===== src/include/decode_cfg.svh =====
// Offsets, flag bit positions, reset values and codes for the operand address decoder
`ifndef DECODE_CFG_SVH
`define DECODE_CFG_SVH
`define OFS_CTRL 8'h00
`define OFS_STATUS 8'h04
`define OFS_ADDR 8'h08
`define OFS_FLAGS 8'h0c
`define CTRL_RESET 1'b1
`define FLAGS_RESET 16'h0000
`define FLAGS_MASK 16'h0fd5
`define FBIT_CARRY 0
`define FBIT_PARITY 2
`define FBIT_AUX 4
`define FBIT_ZERO 6
`define FBIT_SIGN 7
`define FBIT_TRAP 8
`define FBIT_INTEN 9
`define FBIT_DIR 10
`define FBIT_OVER 11
`define MODE_NODISP 2'b00
`define MODE_DISP8 2'b01
`define MODE_DISP16 2'b10
`define MODE_REG 2'b11
`define RM_DIRECT 3'b110
`define OPC_MOVE_TO_SEG 8'h8e
`define SEG_CODE_CODE 2'b01
`define RESP_OKAY 2'b00
`define RESP_SLVERR 2'b10
`endif


===== src/include/decode_pkg.sv =====
// Types shared by the operand address decoder
package decode_pkg;
  typedef enum logic [2:0] {
    st_opc = 3'b000,
    st_modrm = 3'b001,
    st_dlo = 3'b010,
    st_dhi = 3'b011,
    st_calc = 3'b100
  } dec_state_e;

  typedef struct packed {
    logic [15:0] base_reg_b;
    logic [15:0] frame_base_pointer;
    logic [15:0] source_index;
    logic [15:0] destination_index;
  } gpr_view_s;

  typedef struct packed {
    logic overflow_flag;
    logic direction_flag;
    logic int_enable_flag;
    logic trap_flag;
    logic sign_flag;
    logic zero_flag;
    logic aux_carry_flag;
    logic parity_flag;
    logic carry_flag;
  } flags_s;

  typedef struct packed {
    logic [7:0] opcode;
    logic [7:0] modrm;
    logic [15:0] disp;
    logic [1:0] disp_bytes;
    logic [15:0] operand_address;
    logic is_reg;
    logic word;
    logic illegal;
    logic [7:0] reg_sel;
    logic [7:0] rm_sel;
    logic [3:0] seg_sel;
  } decode_s;
endpackage : decode_pkg


===== src/design/operand_address_decode.sv =====
// Addressing-mode byte decoder with an AXI4-Lite register slave
//
// The placing of the registers and the AXI4-Lite interface to the registers were left to the implementer.
`timescale 1ns/1ns
`include "decode_cfg.svh"
// Functional notes
// - Mode 11 makes the r/m field a register selector and no address is formed.
// - Mode 00 uses a zero displacement and takes no displacement bytes, except for the direct case.
// - Mode 01 takes one displacement byte, sign-extended to 16 bits.
// - Mode 10 takes two displacement bytes, the second one being the high half.
// - r/m 000 gives base_reg_b plus source index plus displacement.
// - r/m 001 gives base_reg_b plus destination_index plus displacement.
// - r/m 010 gives frame_base_pointer plus source index plus displacement.
// - r/m 100 gives source index plus displacement and 101 destination_index plus displacement.
// - r/m 110 gives frame_base_pointer plus displacement and 111 base_reg_b plus displacement.
// - Mode 00 with r/m 110 takes a 16-bit displacement used alone as the address.
// - Displacement bytes follow the second instruction byte, ahead of any immediate bytes.
// - A move into the code segment register from register or memory is illegal.
// - The status word holds the flags at bits 11..8 and 7,6,4,2,0, other bits unused.
// - The word-size bit selects 16-bit operands when set and 8-bit when clear.
module operand_address_decode (
  // Clock and reset
  input logic aclk,
  input logic aresetn,
  // AXI4-Lite write
  input logic [7:0] awaddr,
  input logic awvalid,
  output logic awready,
  input logic [31:0] wdata,
  input logic [3:0] wstrb,
  input logic wvalid,
  output logic wready,
  output logic [1:0] bresp,
  output logic bvalid,
  input logic bready,
  // AXI4-Lite read
  input logic [7:0] araddr,
  input logic arvalid,
  output logic arready,
  output logic [31:0] rdata,
  output logic [1:0] rresp,
  output logic rvalid,
  input logic rready,
  // Instruction byte stream
  input logic [7:0] byte_data,
  input logic byte_valid,
  output logic byte_ready,
  // Register file view
  input decode_pkg::gpr_view_s gpr,
  // Decode result
  output decode_pkg::decode_s result,
  output logic result_valid,
  output decode_pkg::flags_s status_flags
);
  import decode_pkg::*;

  logic awready_q, awready_d, wready_q, wready_d, bvalid_q, bvalid_d;
  logic arready_q, arready_d, rvalid_q, rvalid_d;
  logic [1:0] bresp_q, bresp_d, rresp_q, rresp_d;
  logic [31:0] rdata_q, rdata_d, wdata_q, wdata_d;
  logic [7:0] awaddr_q, awaddr_d;
  logic [3:0] wstrb_q, wstrb_d;
  logic aw_held_q, aw_held_d, w_held_q, w_held_d;
  logic enable_q, enable_d;
  flags_s flags_q, flags_d, flags_new;
  logic [15:0] flags_word_q, flags_word_in, lane_mask;
  logic do_write;

  dec_state_e state_q, state_d;
  logic [7:0] opc_q, opc_d, modrm_q, modrm_d;
  logic [15:0] disp_q, disp_d, calc_addr;
  logic [1:0] dlen_q, dlen_d;
  logic byte_ready_q, byte_ready_d, result_valid_q, result_valid_d, take;
  decode_s result_q, result_d;

  assign awready = awready_q;
  assign wready = wready_q;
  assign bvalid = bvalid_q;
  assign bresp = bresp_q;
  assign arready = arready_q;
  assign rvalid = rvalid_q;
  assign rresp = rresp_q;
  assign rdata = rdata_q;
  assign byte_ready = byte_ready_q;
  assign result = result_q;
  assign result_valid = result_valid_q;
  assign status_flags = flags_q;

  function automatic logic [1:0] disp_len(input logic [7:0] m);
    if (m[7:6] == `MODE_DISP8)
      disp_len = 2'd1;
    else if (m[7:6] == `MODE_DISP16 || (m[7:6] == `MODE_NODISP && m[2:0] == `RM_DIRECT))
      disp_len = 2'd2;
    else
      disp_len = 2'd0;
  endfunction : disp_len

  assign lane_mask = {{8{wstrb_q[1]}}, {8{wstrb_q[0]}}};
  assign flags_word_in = (flags_word_q & ~lane_mask) | (wdata_q[15:0] & lane_mask);
  assign do_write = aw_held_q && w_held_q && !bvalid_q;

  flags_word u_flags (
    .flags(flags_q),
    .word_out(flags_word_q),
    .word_in(flags_word_in),
    .flags_out(flags_new)
  );

  operand_addr_calc u_calc (
    .mode(modrm_q[7:6]),
    .rm(modrm_q[2:0]),
    .disp(disp_q),
    .gpr(gpr),
    .operand_address(calc_addr)
  );

  // Register slave
  always_comb
  begin
    aw_held_d = aw_held_q;
    w_held_d = w_held_q;
    awaddr_d = awaddr_q;
    wdata_d = wdata_q;
    wstrb_d = wstrb_q;
    bvalid_d = bvalid_q;
    bresp_d = bresp_q;
    arready_d = arready_q;
    rvalid_d = rvalid_q;
    rresp_d = rresp_q;
    rdata_d = rdata_q;
    enable_d = enable_q;
    flags_d = flags_q;
    if (awvalid && awready_q)
    begin
      aw_held_d = 1'b1;
      awaddr_d = awaddr;
    end
    if (wvalid && wready_q)
    begin
      w_held_d = 1'b1;
      wdata_d = wdata;
      wstrb_d = wstrb;
    end
    if (do_write)
    begin
      aw_held_d = 1'b0;
      w_held_d = 1'b0;
      bvalid_d = 1'b1;
      bresp_d = `RESP_OKAY;
      case (awaddr_q)
        `OFS_CTRL:
        begin
          if (wstrb_q[0])
            enable_d = wdata_q[0];
        end
        `OFS_FLAGS: flags_d = flags_new;
        `OFS_STATUS, `OFS_ADDR: ;
        default: bresp_d = `RESP_SLVERR;
      endcase
    end
    if (bvalid_q && bready)
      bvalid_d = 1'b0;
    awready_d = !aw_held_d && !bvalid_d;
    wready_d = !w_held_d && !bvalid_d;
    if (arvalid && arready_q)
    begin
      arready_d = 1'b0;
      rvalid_d = 1'b1;
      rresp_d = `RESP_OKAY;
      case (araddr)
        `OFS_CTRL: rdata_d = {31'h0, enable_q};
        `OFS_STATUS: rdata_d = {(state_q != st_opc), 7'h00, result_q.opcode, result_q.modrm,
                                3'h0, result_q.disp_bytes, result_q.word, result_q.is_reg, result_q.illegal};
        `OFS_ADDR: rdata_d = {16'h0000, result_q.operand_address};
        `OFS_FLAGS: rdata_d = {16'h0000, flags_word_q};
        default:
        begin
          rdata_d = 32'h0000_0000;
          rresp_d = `RESP_SLVERR;
        end
      endcase
    end
    if (rvalid_q && rready)
    begin
      rvalid_d = 1'b0;
      arready_d = 1'b1;
    end
  end

  // Byte stream decoder
  always_comb
  begin
    take = byte_valid && byte_ready_q;
    state_d = state_q;
    opc_d = opc_q;
    modrm_d = modrm_q;
    disp_d = disp_q;
    dlen_d = dlen_q;
    result_d = result_q;
    result_valid_d = 1'b0;
    unique case (state_q)
      st_opc:
      begin
        if (take)
        begin
          opc_d = byte_data;
          state_d = st_modrm;
        end
      end
      st_modrm:
      begin
        if (take)
        begin
          modrm_d = byte_data;
          dlen_d = disp_len(byte_data);
          disp_d = 16'h0000;
          state_d = (disp_len(byte_data) == 2'd0) ? st_calc : st_dlo;
        end
      end
      st_dlo:
      begin
        if (take)
        begin
          disp_d = {{8{byte_data[7]}}, byte_data};
          state_d = (dlen_q == 2'd2) ? st_dhi : st_calc;
        end
      end
      st_dhi:
      begin
        if (take)
        begin
          disp_d[15:8] = byte_data;
          state_d = st_calc;
        end
      end
      st_calc:
      begin
        result_d.opcode = opc_q;
        result_d.modrm = modrm_q;
        result_d.disp = disp_q;
        result_d.disp_bytes = dlen_q;
        result_d.is_reg = (modrm_q[7:6] == `MODE_REG);
        result_d.operand_address = result_d.is_reg ? 16'h0000 : calc_addr;
        result_d.rm_sel = result_d.is_reg ? (8'h01 << modrm_q[2:0]) : 8'h00;
        result_d.word = opc_q[0];
        result_d.illegal = (opc_q == `OPC_MOVE_TO_SEG) && (modrm_q[4:3] == `SEG_CODE_CODE);
        result_d.reg_sel = 8'h01 << modrm_q[5:3];
        result_d.seg_sel = 4'h1 << modrm_q[4:3];
        result_valid_d = 1'b1;
        state_d = st_opc;
      end
      default: state_d = st_opc;
    endcase
    byte_ready_d = enable_q && (state_d != st_calc);
  end

  always_ff @(posedge aclk)
  begin
    if (!aresetn)
    begin
      awready_q <= 1'b1;
      wready_q <= 1'b1;
      bvalid_q <= 1'b0;
      bresp_q <= `RESP_OKAY;
      arready_q <= 1'b1;
      rvalid_q <= 1'b0;
      rresp_q <= `RESP_OKAY;
      rdata_q <= 32'h0000_0000;
      awaddr_q <= 8'h00;
      wdata_q <= 32'h0000_0000;
      wstrb_q <= 4'h0;
      aw_held_q <= 1'b0;
      w_held_q <= 1'b0;
      enable_q <= `CTRL_RESET;
      flags_q <= '0;
      state_q <= st_opc;
      opc_q <= 8'h00;
      modrm_q <= 8'h00;
      disp_q <= 16'h0000;
      dlen_q <= 2'd0;
      byte_ready_q <= 1'b0;
      result_q <= '0;
      result_valid_q <= 1'b0;
    end
    else
    begin
      awready_q <= awready_d;
      wready_q <= wready_d;
      bvalid_q <= bvalid_d;
      bresp_q <= bresp_d;
      arready_q <= arready_d;
      rvalid_q <= rvalid_d;
      rresp_q <= rresp_d;
      rdata_q <= rdata_d;
      awaddr_q <= awaddr_d;
      wdata_q <= wdata_d;
      wstrb_q <= wstrb_d;
      aw_held_q <= aw_held_d;
      w_held_q <= w_held_d;
      enable_q <= enable_d;
      flags_q <= flags_d;
      state_q <= state_d;
      opc_q <= opc_d;
      modrm_q <= modrm_d;
      disp_q <= disp_d;
      dlen_q <= dlen_d;
      byte_ready_q <= byte_ready_d;
      result_q <= result_d;
      result_valid_q <= result_valid_d;
    end
  end

  // Checks
  gpr_view_s gpr_seen_q;
  logic mem_v;
  always_ff @(posedge aclk)
    gpr_seen_q <= gpr;
  assign mem_v = result_valid_q && !result_q.is_reg;
endmodule : operand_address_decode


===== src/design/operand_addr_calc.sv =====
// Operand address adder selected by the register-or-memory field
`timescale 1ns/1ns
`include "decode_cfg.svh"
module operand_addr_calc (
  // Addressing fields
  input logic [1:0] mode,
  input logic [2:0] rm,
  input logic [15:0] disp,
  // Register view
  input decode_pkg::gpr_view_s gpr,
  // Result
  output logic [15:0] operand_address
);
  import decode_pkg::*;

  always_comb
  begin
    unique case (rm)
      3'b000: operand_address = gpr.base_reg_b + gpr.source_index + disp;
      3'b001: operand_address = gpr.base_reg_b + gpr.destination_index + disp;
      3'b010: operand_address = gpr.frame_base_pointer + gpr.source_index + disp;
      3'b011: operand_address = gpr.frame_base_pointer + gpr.destination_index + disp;
      3'b100: operand_address = gpr.source_index + disp;
      3'b101: operand_address = gpr.destination_index + disp;
      3'b110: operand_address = (mode == `MODE_NODISP) ? disp : gpr.frame_base_pointer + disp;
      3'b111: operand_address = gpr.base_reg_b + disp;
    endcase
  end
endmodule : operand_addr_calc


===== src/design/flags_word.sv =====
// Packs and unpacks the 16-bit status word
`timescale 1ns/1ns
`include "decode_cfg.svh"
module flags_word (
  // Flags to pack
  input decode_pkg::flags_s flags,
  output logic [15:0] word_out,
  // Word to unpack
  input logic [15:0] word_in,
  output decode_pkg::flags_s flags_out
);
  import decode_pkg::*;

  always_comb
  begin
    word_out = 16'h0000;
    word_out[`FBIT_OVER] = flags.overflow_flag;
    word_out[`FBIT_DIR] = flags.direction_flag;
    word_out[`FBIT_INTEN] = flags.int_enable_flag;
    word_out[`FBIT_TRAP] = flags.trap_flag;
    word_out[`FBIT_SIGN] = flags.sign_flag;
    word_out[`FBIT_ZERO] = flags.zero_flag;
    word_out[`FBIT_AUX] = flags.aux_carry_flag;
    word_out[`FBIT_PARITY] = flags.parity_flag;
    word_out[`FBIT_CARRY] = flags.carry_flag;
    flags_out.overflow_flag = word_in[`FBIT_OVER];
    flags_out.direction_flag = word_in[`FBIT_DIR];
    flags_out.int_enable_flag = word_in[`FBIT_INTEN];
    flags_out.trap_flag = word_in[`FBIT_TRAP];
    flags_out.sign_flag = word_in[`FBIT_SIGN];
    flags_out.zero_flag = word_in[`FBIT_ZERO];
    flags_out.aux_carry_flag = word_in[`FBIT_AUX];
    flags_out.parity_flag = word_in[`FBIT_PARITY];
    flags_out.carry_flag = word_in[`FBIT_CARRY];
  end
endmodule : flags_word


===== config.mk =====
export PLATFORM = sky130hd
export DESIGN_NAME = operand_address_decode
export DESIGN_NICKNAME = d
export VERILOG_FILES = /design/src/include/decode_pkg.sv /design/src/design/operand_address_decode.sv /design/src/design/operand_addr_calc.sv /design/src/design/flags_word.sv
export VERILOG_INCLUDE_DIRS = /design/src /design/src/include
export SDC_FILE = /design/constraint.sdc
export NUM_CORES = 1
export LEC_CHECK = 0
export BUFFER_PORTS_ARGS = -buffer_cell sky130_fd_sc_hd__clkbuf_2
export CELL_PAD_IN_SITES_DETAIL_PLACEMENT = 1
export CELL_PAD_IN_SITES_GLOBAL_PLACEMENT = 2
export CORE_MARGIN = 2
export CORE_UTILIZATION = 34
export CTS_BUF_LIST = sky130_fd_sc_hd__clkbuf_4 sky130_fd_sc_hd__clkbuf_8 sky130_fd_sc_hd__clkbuf_16
export CTS_CLUSTER_DIAMETER = 200
export DETAILED_ROUTE_END_ITERATION = 8
export PLACE_DENSITY = 0.79
export SLEW_MARGIN = 20
export SYNTH_ARGS = -nofsm -noshare
export SYNTH_HDL_FRONTEND = slang
export SYNTH_SLANG_ARGS = --single-unit

===== constraint.sdc =====
create_clock -name aclk -period 5.2 [get_ports aclk]
set_input_delay 0.78 -clock aclk [delete_from_list [all_inputs] [get_ports aclk]]
set_output_delay 0.78 -clock aclk [all_outputs]
set_load 0.005 [all_outputs]

==> impl_results.md, run 1 <==
- Result of the run: complete, no violations
- GRT Overall Usage: 0.244
- Sum of buffers and inverters on the critical path: 0
- Worst Skew: 12.9 ps
- Remaining Overflow, GRT: 0
- Diode count: 0
- Height of the die: 201 um
- Most repeated library cell on the critical path: sky130_fd_sc_hd__fa_1
- Area growth from synthesis to layout: 16.5%
- Part of the Yosys area used for sequential elements: 0.265
- Maximum net fanout on the critical path: 11
- Total negative slack: 0 ps
- Clock latency on the worst-skew pair: 450 ps
- Leakage dissipation: 0.00640 uW
- List of cells traversed by the critical path: fa_1 > ha_1 > fa_1 > a21o_1 > a221oi_1 > a2bb2oi_1 > a31oi_1 > xnor2_1 > o21ai_0 > o2bb2a_1 > o21ai_1
- Number of enable-type register cells in the synthesized netlist: 0
- Capturing element type of the critical path: register
- Minimum setup slack among reg-to-reg paths: approximately 1000 ps
- Width of the die: 201 um
- Capture point of the critical path: result[36]
- Worst reg2reg path startpoint: disp_q[1]
- Largest net degree at the start of global routing: 100
- Max incr delay on CP: just under 700 ps
- Final Max Tran Viols: 0
- Synth Cell Area: 13,100 um2
- Fin worst setup slack: 1040 ps
- DRT iter0 DRCs: ~750
- WP data arrival: 4540 ps
- Die area: 40,300 um2
- Cell type group with the largest total delay on the critical path: compound AO/OA/AOI/OAI gates
- Worst reg-to-reg path cell count: 11
- Number of hold violations in the final report: 0
- Post-layout net count: 2,019
- Initial antenna violation count: 2
- Vias per cell: 5.44
- Worst-Margin Slew: ~1100 ps
- Type of the tightest min-delay check: reg2reg
- Flops & latches, synth: 174
- Max-slew headroom at the worst pin: 0.275
- Antenna Violating Nets Remaining: 0
- Post-route DRC: 0
- Count of vias placed by the detailed router: around 12,000
- Via count of the first global-routing pass: 12,300
- Setup-violating endpoint count in the final report: 0
- DP Wirelength: 39.3 mm
- Placer's final routability congestion estimate: 0.888
- Sort of element at the start of the critical path: register
- Critical path's slowest cell: sky130_fd_sc_hd__dfxtp_1
- Total of hold buffers inserted after clock tree synthesis: 0
- Synthesized instance count: 1,553
- Number of I/O port buffers: 222
- PD cells: 235 nW/um2
- Initial core utilization: 0.343
- Maximum clock rate: 241 MHz
- Num ports: 257
- Number of levels the H-tree was split into: 4
- Cell row count: 72
- Clock-pin slew on the worst setup and hold paths: 70 ps
- Max Buffers Root-to-Sink: 2
- Root cell of the clock tree: sky130_fd_sc_hd__clkbuf_16
- End of the worst register-to-register path: result[36]
- Wire length of the first global-routing pass: 75.2 mm
- Top FF cell, synth: sky130_fd_sc_hd__dfxtp_1
- Clock sink total: 174
- Final critical path time including I/O delays and setup: 4160 ps
- Launching element of the worst setup path: disp_q[1]
- Pre-CTS WS: 934 ps
- Total wire length: 49.5 mm
- Detail-routed net length per standard cell: 21.9 um
- Maximum ir drop on the vdd rail: 0.000257 V
- DR pass1 iterations: 5
- Crit. path cell count: 11
- Count of cells resized by post-cts repair: 0
- Kind of critical path: reg2reg
- Area of the core: 38,400 um2
- Layout cells sized above 1: 0.175
- Post-CTS setup buffer count: 0
- Required time of the critical path: 5590 ps
- Proportion of register bits with asynchronous set or reset after synthesis: 0
- Number of buffers inserted during clock tree synthesis: 17
- Yosys Warn Count: 0
- Count of distinct cell types in the synthesized netlist: 86
- Clock tree from TritonCTS: built
- Setup repair after global routing missed its margin: false
- Tcrit/Tclk final: 0.799
- Max-Cap Viols: 0
- Post-synthesis average cell area: 8.47 um2
logic make-up after synthesis:
kind of cell    count (synthesis)  share of synthesized area
mux                            51                     0.0406
simple gates                  554                      0.195
xor+xnor                       66                     0.0440
buf+inv                       103                     0.0340
compound gates                450                      0.237
flops                         174                      0.265
other cells                     1                   0.000285
fa+ha+maj                     154                      0.184
flip-flops by register name, indices dropped and copies added, names as in the netlist, 2 cells and up, named ones only:
| register | count |
|---|---|
| rdata | 25 |
| wdata_q | 9 |
| opc_q | 8 |
| state_q | 3 |
| wstrb_q | 2 |
| disp_q | 16 |
| awaddr_q | 8 |
| dlen_q | 2 |
| result | 72 |
| modrm_q | 8 |
power breakdown:
| group | switching, uW | internal (uW) |
|---|---|---|
| registers | 29.7 | 1360 |
| logic | 536 | 360 |
| clock network | 568 | 755 |
| total | 1130 | 2470 |
metrics by stage:
stage	hold WS (ps)	util	total power, uW	instances	cell area [um2]
CTS	469	0.399	3640	2263	15300
finish	468	0.399	3610	2263	15300
global placement	452	0.384	2280	2232	14700
detailed placement	460	0.384	2310	2232	14700
floorplan	438	-	2010	1561	13200
global route	484	0.399	3790	2263	15300
worst min-delay path by stage:
stage / from / to / slack, ps / cells past startpoint
floorplan: awaddr_q[0] / awaddr_q[0] / 440 / 2
global placement: awaddr_q[6] / awaddr_q[6] / 450 / 2
detailed placement: rdata[23] / rdata[23] / 460 / 2
CTS: rdata[23] / rdata[23] / 470 / 2
global route: rdata[21] / rdata[21] / 480 / 2
finish: rdata[23] / rdata[23] / 470 / 2
cells in the mapped netlist (12+ instances only):
cell type,number,share of area
sky130_fd_sc_hd__nor3_1,29,0.011
sky130_fd_sc_hd__xnor2_1,44,0.029
sky130_fd_sc_hd__a22oi_1,20,0.011
sky130_fd_sc_hd__and2_1,30,0.014
sky130_fd_sc_hd__a31oi_1,12,0.0057
sky130_fd_sc_hd__nand3_1,45,0.017
sky130_fd_sc_hd__inv_1,17,0.0049
sky130_fd_sc_hd__dfxtp_1,174,0.26
sky130_fd_sc_hd__o21bai_1,12,0.0069
sky130_fd_sc_hd__o21ai_0,67,0.026
sky130_fd_sc_hd__ha_1,88,0.084
sky130_fd_sc_hd__a21oi_1,87,0.033
sky130_fd_sc_hd__nand2_1,251,0.072
sky130_fd_sc_hd__nor2_1,91,0.026
sky130_fd_sc_hd__xor2_1,22,0.015
sky130_fd_sc_hd__nor2b_1,39,0.019
sky130_fd_sc_hd__mux2i_1,41,0.031
sky130_fd_sc_hd__fa_1,66,0.10
sky130_fd_sc_hd__a21boi_0,107,0.061
sky130_fd_sc_hd__a211oi_1,20,0.011
sky130_fd_sc_hd__clkbuf_1,63,0.018
sky130_fd_sc_hd__a21o_1,27,0.015
final cells by class:
type | count | area (um2)
timing repair buffer | 239 | 1250
clock inverter | 9 | 111
fill | 4637 | 23100
inverter | 17 | 63.8
clock buffer | 22 | 482
multi-input combinational | 1284 | 9270
tap | 518 | 648
sequential | 174 | 3480
worst register-to-register path, delay by kind of cell, from the launching register on:
family,cells,cell delay [ps]
adder cells (fa/ha/maj),3,1260
AO/OA/AOI/OAI,7,1960
XOR/XNOR,1,200
flip-flops,1,690
metal layers:
layer | vias to the layer above | track usage | wire length, um | share of wire
met5 | - | 0 | 13 | 0.00026
met4 | 2 | 0.0646 | 1120 | 0.023
met3 | 58 | 0.0326 | 1810 | 0.037
met2 | 274 | 0.400 | 23000 | 0.47
met1 | 6091 | 0.337 | 23500 | 0.48
li1 | 5896 | - | - | -
cell usage in the layout, fill, tap and decap left out, types with 11 or more instances in the layout:
cell,n
sky130_fd_sc_hd__o21ai_0,67
sky130_fd_sc_hd__a221oi_1,11
sky130_fd_sc_hd__clkbuf_16,17
sky130_fd_sc_hd__inv_1,17
sky130_fd_sc_hd__nand3_1,45
sky130_fd_sc_hd__a211oi_1,20
sky130_fd_sc_hd__mux2i_1,41
sky130_fd_sc_hd__ha_1,88
sky130_fd_sc_hd__a31oi_1,12
sky130_fd_sc_hd__and2_1,30
sky130_fd_sc_hd__a21o_1,27
sky130_fd_sc_hd__nor2b_1,39
sky130_fd_sc_hd__and3_1,11
sky130_fd_sc_hd__nor3_1,28
sky130_fd_sc_hd__nand2_1,250
sky130_fd_sc_hd__clkbuf_2,221
sky130_fd_sc_hd__a22oi_1,20
sky130_fd_sc_hd__o21a_1,11
sky130_fd_sc_hd__xnor2_1,44
sky130_fd_sc_hd__nor2_1,90
sky130_fd_sc_hd__a21boi_0,107
sky130_fd_sc_hd__a21oi_1,87
sky130_fd_sc_hd__xor2_1,22
sky130_fd_sc_hd__buf_4,17
sky130_fd_sc_hd__fa_1,66
sky130_fd_sc_hd__dfxtp_1,173
sky130_fd_sc_hd__o21bai_1,12
(Power assumes the default switching activity.)
==> inputs of run 2 (changes only) <==
Settings changed: ABC_AREA set to 1, CORE_UTILIZATION 34 to 31, PLACE_DENSITY 0.79 to 0.77.
Clock period 5.2 ns to 3.9 ns, I/O delays scaled along.
==> impl_results.md, run 2 <==
- Result of the run: complete, no violations
- Total wire length: 57.5 mm
- Critical path's slowest cell: sky130_fd_sc_hd__dfxtp_1
- Post-CTS setup buffer count: 0
- Capturing element type of the critical path: register
- List of cells traversed by the critical path: fa_1 > ha_1 > fa_1 > nand2_1 > nand3_1 > and2_1 > a21oi_1 > nand2_1 > nand2_1 > o21ai_0 > a21oi_1 > nand3_1 > nand3_1 > a21oi_1
- Number of enable-type register cells in the synthesized netlist: 0
- Area growth from synthesis to layout: 17.3%
- Top FF cell, synth: sky130_fd_sc_hd__dfxtp_1
- Utilization of the core after routing: 0.369
- Gr busiest metal: met2
- Cell accounting for the most synthesized area: sky130_fd_sc_hd__dfxtp_1
- Cell area after layout: 15,600 um2
- Worst-Margin Slew: 1040 ps
- Cell row count: 75
- Max Buffers Root-to-Sink: 2
- Post-layout net count: 2,407
- Yosys Warn Count: 0
- Synthesized instance count: 1,921
- Clock tree from TritonCTS: built
- Setup repair after global routing missed its margin: false
- Ranking of synthesized cells by instance count: sky130_fd_sc_hd__nand2_1 (448), sky130_fd_sc_hd__a21oi_1 (256), sky130_fd_sc_hd__inv_1 (184), sky130_fd_sc_hd__dfxtp_1 (174), sky130_fd_sc_hd__nor2_1 (159)
- Most frequent cells in the layout: sky130_fd_sc_hd__nand2_1 (448), sky130_fd_sc_hd__a21oi_1 (256), sky130_fd_sc_hd__clkbuf_2 (222)
- Leading cell type in the layout, fill and taps excluded: sky130_fd_sc_hd__nand2_1
- Wire length of the first global-routing pass: 86.4 mm
- Max-slew headroom at the worst pin: 0.305
- Pre-CTS WS: 344 ps
- Antenna Violating Nets Remaining: 0
- Part of the Yosys area used for sequential elements: 0.263
- Height of the die: 211 um
- Number of buffers inserted during clock tree synthesis: 17
- Number of hold violations in the final report: 0
- WP data arrival: around 3800 ps
- Vias per cell: 5.26
- Total of hold buffers inserted after clock tree synthesis: 0
- Root cell of the clock tree: sky130_fd_sc_hd__clkbuf_16
- Storage cell area: around 3500 um2
- Placer's final routability congestion estimate: 0.919
- Filler instances: 5,381
- Count of distinct cell types in the synthesized netlist: 47
- Tcrit/Tclk final: 0.906
- Met2 demand-to-capacity share in global routing: 0.425
- Worst Skew: roughly 14 ps
- DP Area: 14,900 um2
- Num ports: approximately 260
- Flip-flop count of the largest register after layout: 72
- Initial core utilization: 0.315
- Final critical path time including I/O delays and setup: approximately 3500 ps
- Layout cells sized above 1: 0.142
- Number of levels the H-tree was split into: 4
- Fin worst setup slack: 368 ps
- Count of cells resized by post-cts repair: 0
- Proportion of register bits with asynchronous set or reset after synthesis: 0
- DR pass1 iterations: 5
- Setup-violating endpoint count in the final report: 0
- Maximum net fanout on the critical path: 8
- Largest net degree at the start of global routing: 64
- Final standard cell count with taps included and fillers excluded: 2,676
- PD cells: 332 nW/um2
- Number of placed cells counting well taps: 2,641
- Clock latency on the worst-skew pair: roughly 450 ps
- GRT Overall Usage: 0.258
- Initial antenna violation count: 4
- Required time of the critical path: 4210 ps
- Area of the multi-input gates: about 8800 um2
- Leakage dissipation: ~0.0073 uW
- Width of the die: 211 um
- Maximum clock rate: 283 MHz
- Max-Cap Viols: 0
- Maximum ir drop on the vdd rail: about 0.0003 V
- Post-synthesis average cell area: 6.90 um2
- Met3 GRT Util: 0.0294
- Most instantiated library cell after synthesis: sky130_fd_sc_hd__nand2_1
- Sort of element at the start of the critical path: register
- Final Max Tran Viols: 0
- Count of vias placed by the detailed router: about 14,000
- Ranking of synthesized cells by area: sky130_fd_sc_hd__dfxtp_1 (26%), sky130_fd_sc_hd__nand2_1 (13%), sky130_fd_sc_hd__fa_1 (10%)
- DRT iter0 DRCs: 898
- Clock-pin slew on the worst setup and hold paths: roughly 80 ps
- Die area: 44,500 um2
- Type of the tightest min-delay check: in2reg
- Total negative slack: 0 ps
- Synth Cell Area: ~13,000 um2
- Yosys top cell area share: 0.263
- Clock sink total: 174
- Kind of critical path: reg2reg
- Post-route DRC: 0
- Via count of the first global-routing pass: 14,200
- Detail-routed net length per standard cell: around 21 um
- GR Util met1: 0.360
- Area of the core: 42,100 um2
- Flops & latches, synth: 174
- DP Wirelength: 48.0 mm
- Number of I/O port buffers: roughly 220
- Max incr delay on CP: between 600 and 700 ps
- Remaining Overflow, GRT: 0
run 2: layer usage:
layer,vias to the layer above,share of wire
li1,6818,-
met1,6920,0.48
met2,290,0.46
met3,53,0.038
met4,2,0.023
met5,-,0.00023
run 2: per-stage QoR:
stage               hold slack (ps)  power (uW)
global placement                453        3370
CTS                             381        5200
global route                    393        5460
finish                          397        5170
floorplan                       428        2850
detailed placement              458        3400
run 2: path summary, 6_finish.rpt:
kind                  start         end  slack [ps]  cells after the start
hold reg to reg   rdata[20]   rdata[20]         470                      2
setup / recovery  disp_q[1]  result[32]         370                     14
setup reg to reg  disp_q[1]  result[32]         370                     14
hold / removal       rready     arready         400                      3
run 2: kinds of logic after synthesis:
logic type,Yosys count,share of synthesized area
flip-flops,174,0.263
buffers and inverters,265,0.0796
other,1,0.000283
XOR/XNOR,24,0.0164
AND/OR/NAND/NOR,820,0.263
adder cells (fa/ha/maj),154,0.183
AO/OA/AOI/OAI,483,0.195
run 2: critical path: cells and delay by family (launching register included):
kind,cells,cell delay [ps]
AO/OA/AOI/OAI,4,680
adder cells (fa/ha/maj),3,1180
flip-flops,1,610
AND/OR/NAND/NOR,7,900
run 2: cell type report:
class,count,area share
clock inverter,14,0.0111
tap,539,0.0433
clock buffer,18,0.0278
sequential,174,0.224
antenna,3,0.000483
timing repair buffer,246,0.0838
inverter,192,0.0463
multi-input combinational,1490,0.563
run 2: report_power, final:
| part | internal (uW) | leakage (uW) | switching, uW |
|---|---|---|---|
| registers | 1830 | 0.00141 | 59.1 |
| clock network | 978 | 0.000287 | 822 |
| logic | 499 | 0.00558 | 983 |
==> inputs of run 3 (changes only) <==
Settings changed: ABC_AREA 1 to not set, CORE_UTILIZATION 31 to 34, PLACE_DENSITY 0.77 to 0.79, TNS_END_PERCENT set to 20.
==> impl_results.md, run 3 (synthesis gave the netlist of run 1 again) <==
- Post-layout net count: 2,066
- Maximum net fanout on the critical path: 12
- Required time of the critical path: between 4000 and 5000 ps
- Count of vias placed by the detailed router: 12,500
- Leakage dissipation: 0.00667 uW
- Number of I/O port buffers: 222
- Diode count: 0
- Maximum clock rate: about 270 MHz
- Tcrit/Tclk final: 0.941
- DP Area: 15,100 um2
- Vias per cell: around 5.4
- Die area: 40,300 um2
- Setup-violating endpoint count in the final report: 0
- Capturing element type of the critical path: register
- Total of hold buffers inserted after clock tree synthesis: 0
- Width of the die: between 200 and 250 um
- Antenna Violating Nets Remaining: 0
- Root cell of the clock tree: sky130_fd_sc_hd__clkbuf_16
- Worst-Margin Slew: 1030 ps
- Total Power: 5040 uW
- Setup repair after global routing missed its margin: false
- Max-slew headroom at the worst pin: 0.308
- Most frequent cells in the layout: sky130_fd_sc_hd__nand2_1 (250), sky130_fd_sc_hd__clkbuf_2 (221), sky130_fd_sc_hd__dfxtp_1 (172)
- Area of the core: between 30,000 and 40,000 um2
- Post-route DRC: 0
- Cell area after layout: 15,700 um2
- Total wire length: 51.3 mm
- Kind of critical path: reg2reg
- Remaining Overflow, GRT: 0
- Largest net degree at the start of global routing: roughly 100
- Clock tree from TritonCTS: built
- Initial antenna violation count: 2
- Clock latency on the worst-skew pair: 440 ps
- DRT iter0 DRCs: 833
- Final critical path time including I/O delays and setup: approximately 3700 ps
- PD cells: between 300 and 400 nW/um2
- Leading cell type in the layout, fill and taps excluded: sky130_fd_sc_hd__nand2_1
- Number of hold violations in the final report: 0
- Layout cells sized above 1: 0.197
- Maximum ir drop on the vdd rail: ~0.00032 V
- Flip-flop count of the largest register after layout: 72
- Result of the run: complete, no violations
- Number of buffers inserted during clock tree synthesis: 17
- Wire length of the first global-routing pass: 77.5 mm
- Placer's final routability congestion estimate: about 0.91
- Initial core utilization: 0.343
- Sort of element at the start of the critical path: register
- Via count of the first global-routing pass: 12,900
- WP data arrival: 3990 ps
- Max Buffers Root-to-Sink: 2
- DP Wirelength: just over 40 mm
- Worst Skew: approximately 10 ps
- Number of levels the H-tree was split into: 4
- Height of the die: 201 um
- Final Max Tran Viols: 0
- Clock sink total: between 150 and 200
- Max-Cap Viols: 0
- Type of the tightest min-delay check: in2reg
- Clock-pin slew on the worst setup and hold paths: 70 ps
- GRT Overall Usage: 0.252
- Detail-routed net length per standard cell: between 20 and 25 um
- DR pass1 iterations: 6
- Area growth from synthesis to layout: 19.8%
- Cell row count: between 70 and 80
- Num ports: 257
==> run 3: changes by cell type in the layout (fill, tap and decap cells not counted), moves of 41 or more <==
cell,delta
sky130_fd_sc_hd__nand2_1,-198
sky130_fd_sc_hd__a21boi_0,+106
sky130_fd_sc_hd__mux2i_1,+41
sky130_fd_sc_hd__a21oi_1,-169
sky130_fd_sc_hd__inv_1,-167
sky130_fd_sc_hd__o21ai_0,-88
sky130_fd_sc_hd__nor2_1,-68
sky130_fd_sc_hd__nand3_1,-88
==> run 3: metrics by stage <==
step	utilization	setup TNS (ps)	instances	setup slack, ps	hold WS, ps
2_1_floorplan	-	0	1561	66.4	438
3_3_place_gp	0.393	0	2279	46.2	452
5_1_grt	0.410	0	2311	0.538	371
3_5_place_dp	0.393	-9.50	2279	-9.50	456
6_report	0.410	0	2311	229	380
4_1_cts	0.410	0	2311	157	359
==> run 3: area by class of cell <==
cell class | instances | area, um2
Fill cell | 4657 | 22600
Multi-Input combinational cell | 1284 | 9270
Sequential cell | 174 | 3490
Timing Repair Buffer | 286 | 1620
Tap cell | 518 | 648
Clock buffer | 19 | 453
Clock inverter | 13 | 209
Inverter | 17 | 63.8
==> run 3: report_power, final <==
group / switching [uW] / internal [uW]
Clock: 775 / 1180
Combinational: 731 / 508
Sequential: 35.5 / 1810
Total: 1540 / 3500
==> run 3: path summary, 6_finish.rpt <==
kind / startpoint / to / slack [ps] / cells past startpoint
max: modrm_q[2] / result[37] / 230 / 15
min: wdata[8] / wdata_q[8] / 380 / 3
max reg2reg: modrm_q[2] / result[37] / 230 / 15
min reg2reg: awaddr_q[0] / awaddr_q[0] / 460 / 2
==> run 3: what timing repair did <==
item                                    CTS  global route
buffers inserted                          0             0
endpoints found under the hold margin     0             0
endpoints found under the setup margin    0             3
resized for setup                         0             1
==> run 3: critical path: stages (launching register included) <==
cell                        delay [ps]
sky130_fd_sc_hd__dfxtp_1           330
sky130_fd_sc_hd__and2_1            340
sky130_fd_sc_hd__buf_12            180
sky130_fd_sc_hd__buf_4             190
sky130_fd_sc_hd__nor2_1             50
sky130_fd_sc_hd__a21oi_1           220
sky130_fd_sc_hd__ha_1              350
sky130_fd_sc_hd__nand3_1           150
sky130_fd_sc_hd__a2111oi_2          60
sky130_fd_sc_hd__buf_4             160
sky130_fd_sc_hd__or4b_1            610
sky130_fd_sc_hd__a31oi_2           210
sky130_fd_sc_hd__xor2_1            160
sky130_fd_sc_hd__o21ai_1            80
sky130_fd_sc_hd__o41ai_2           340
sky130_fd_sc_hd__nand3_1           110
==> run 3: per-layer routing <==
layer / GRT usage / share of wire / vias to the layer above
met3: 0.0328 / 0.044 / 62
met2: 0.418 / 0.47 / 310
met1: 0.344 / 0.47 / 6160
met4: 0.0730 / 0.025 / 0
met5: 0 / 0 / -
li1: - / - / 5980
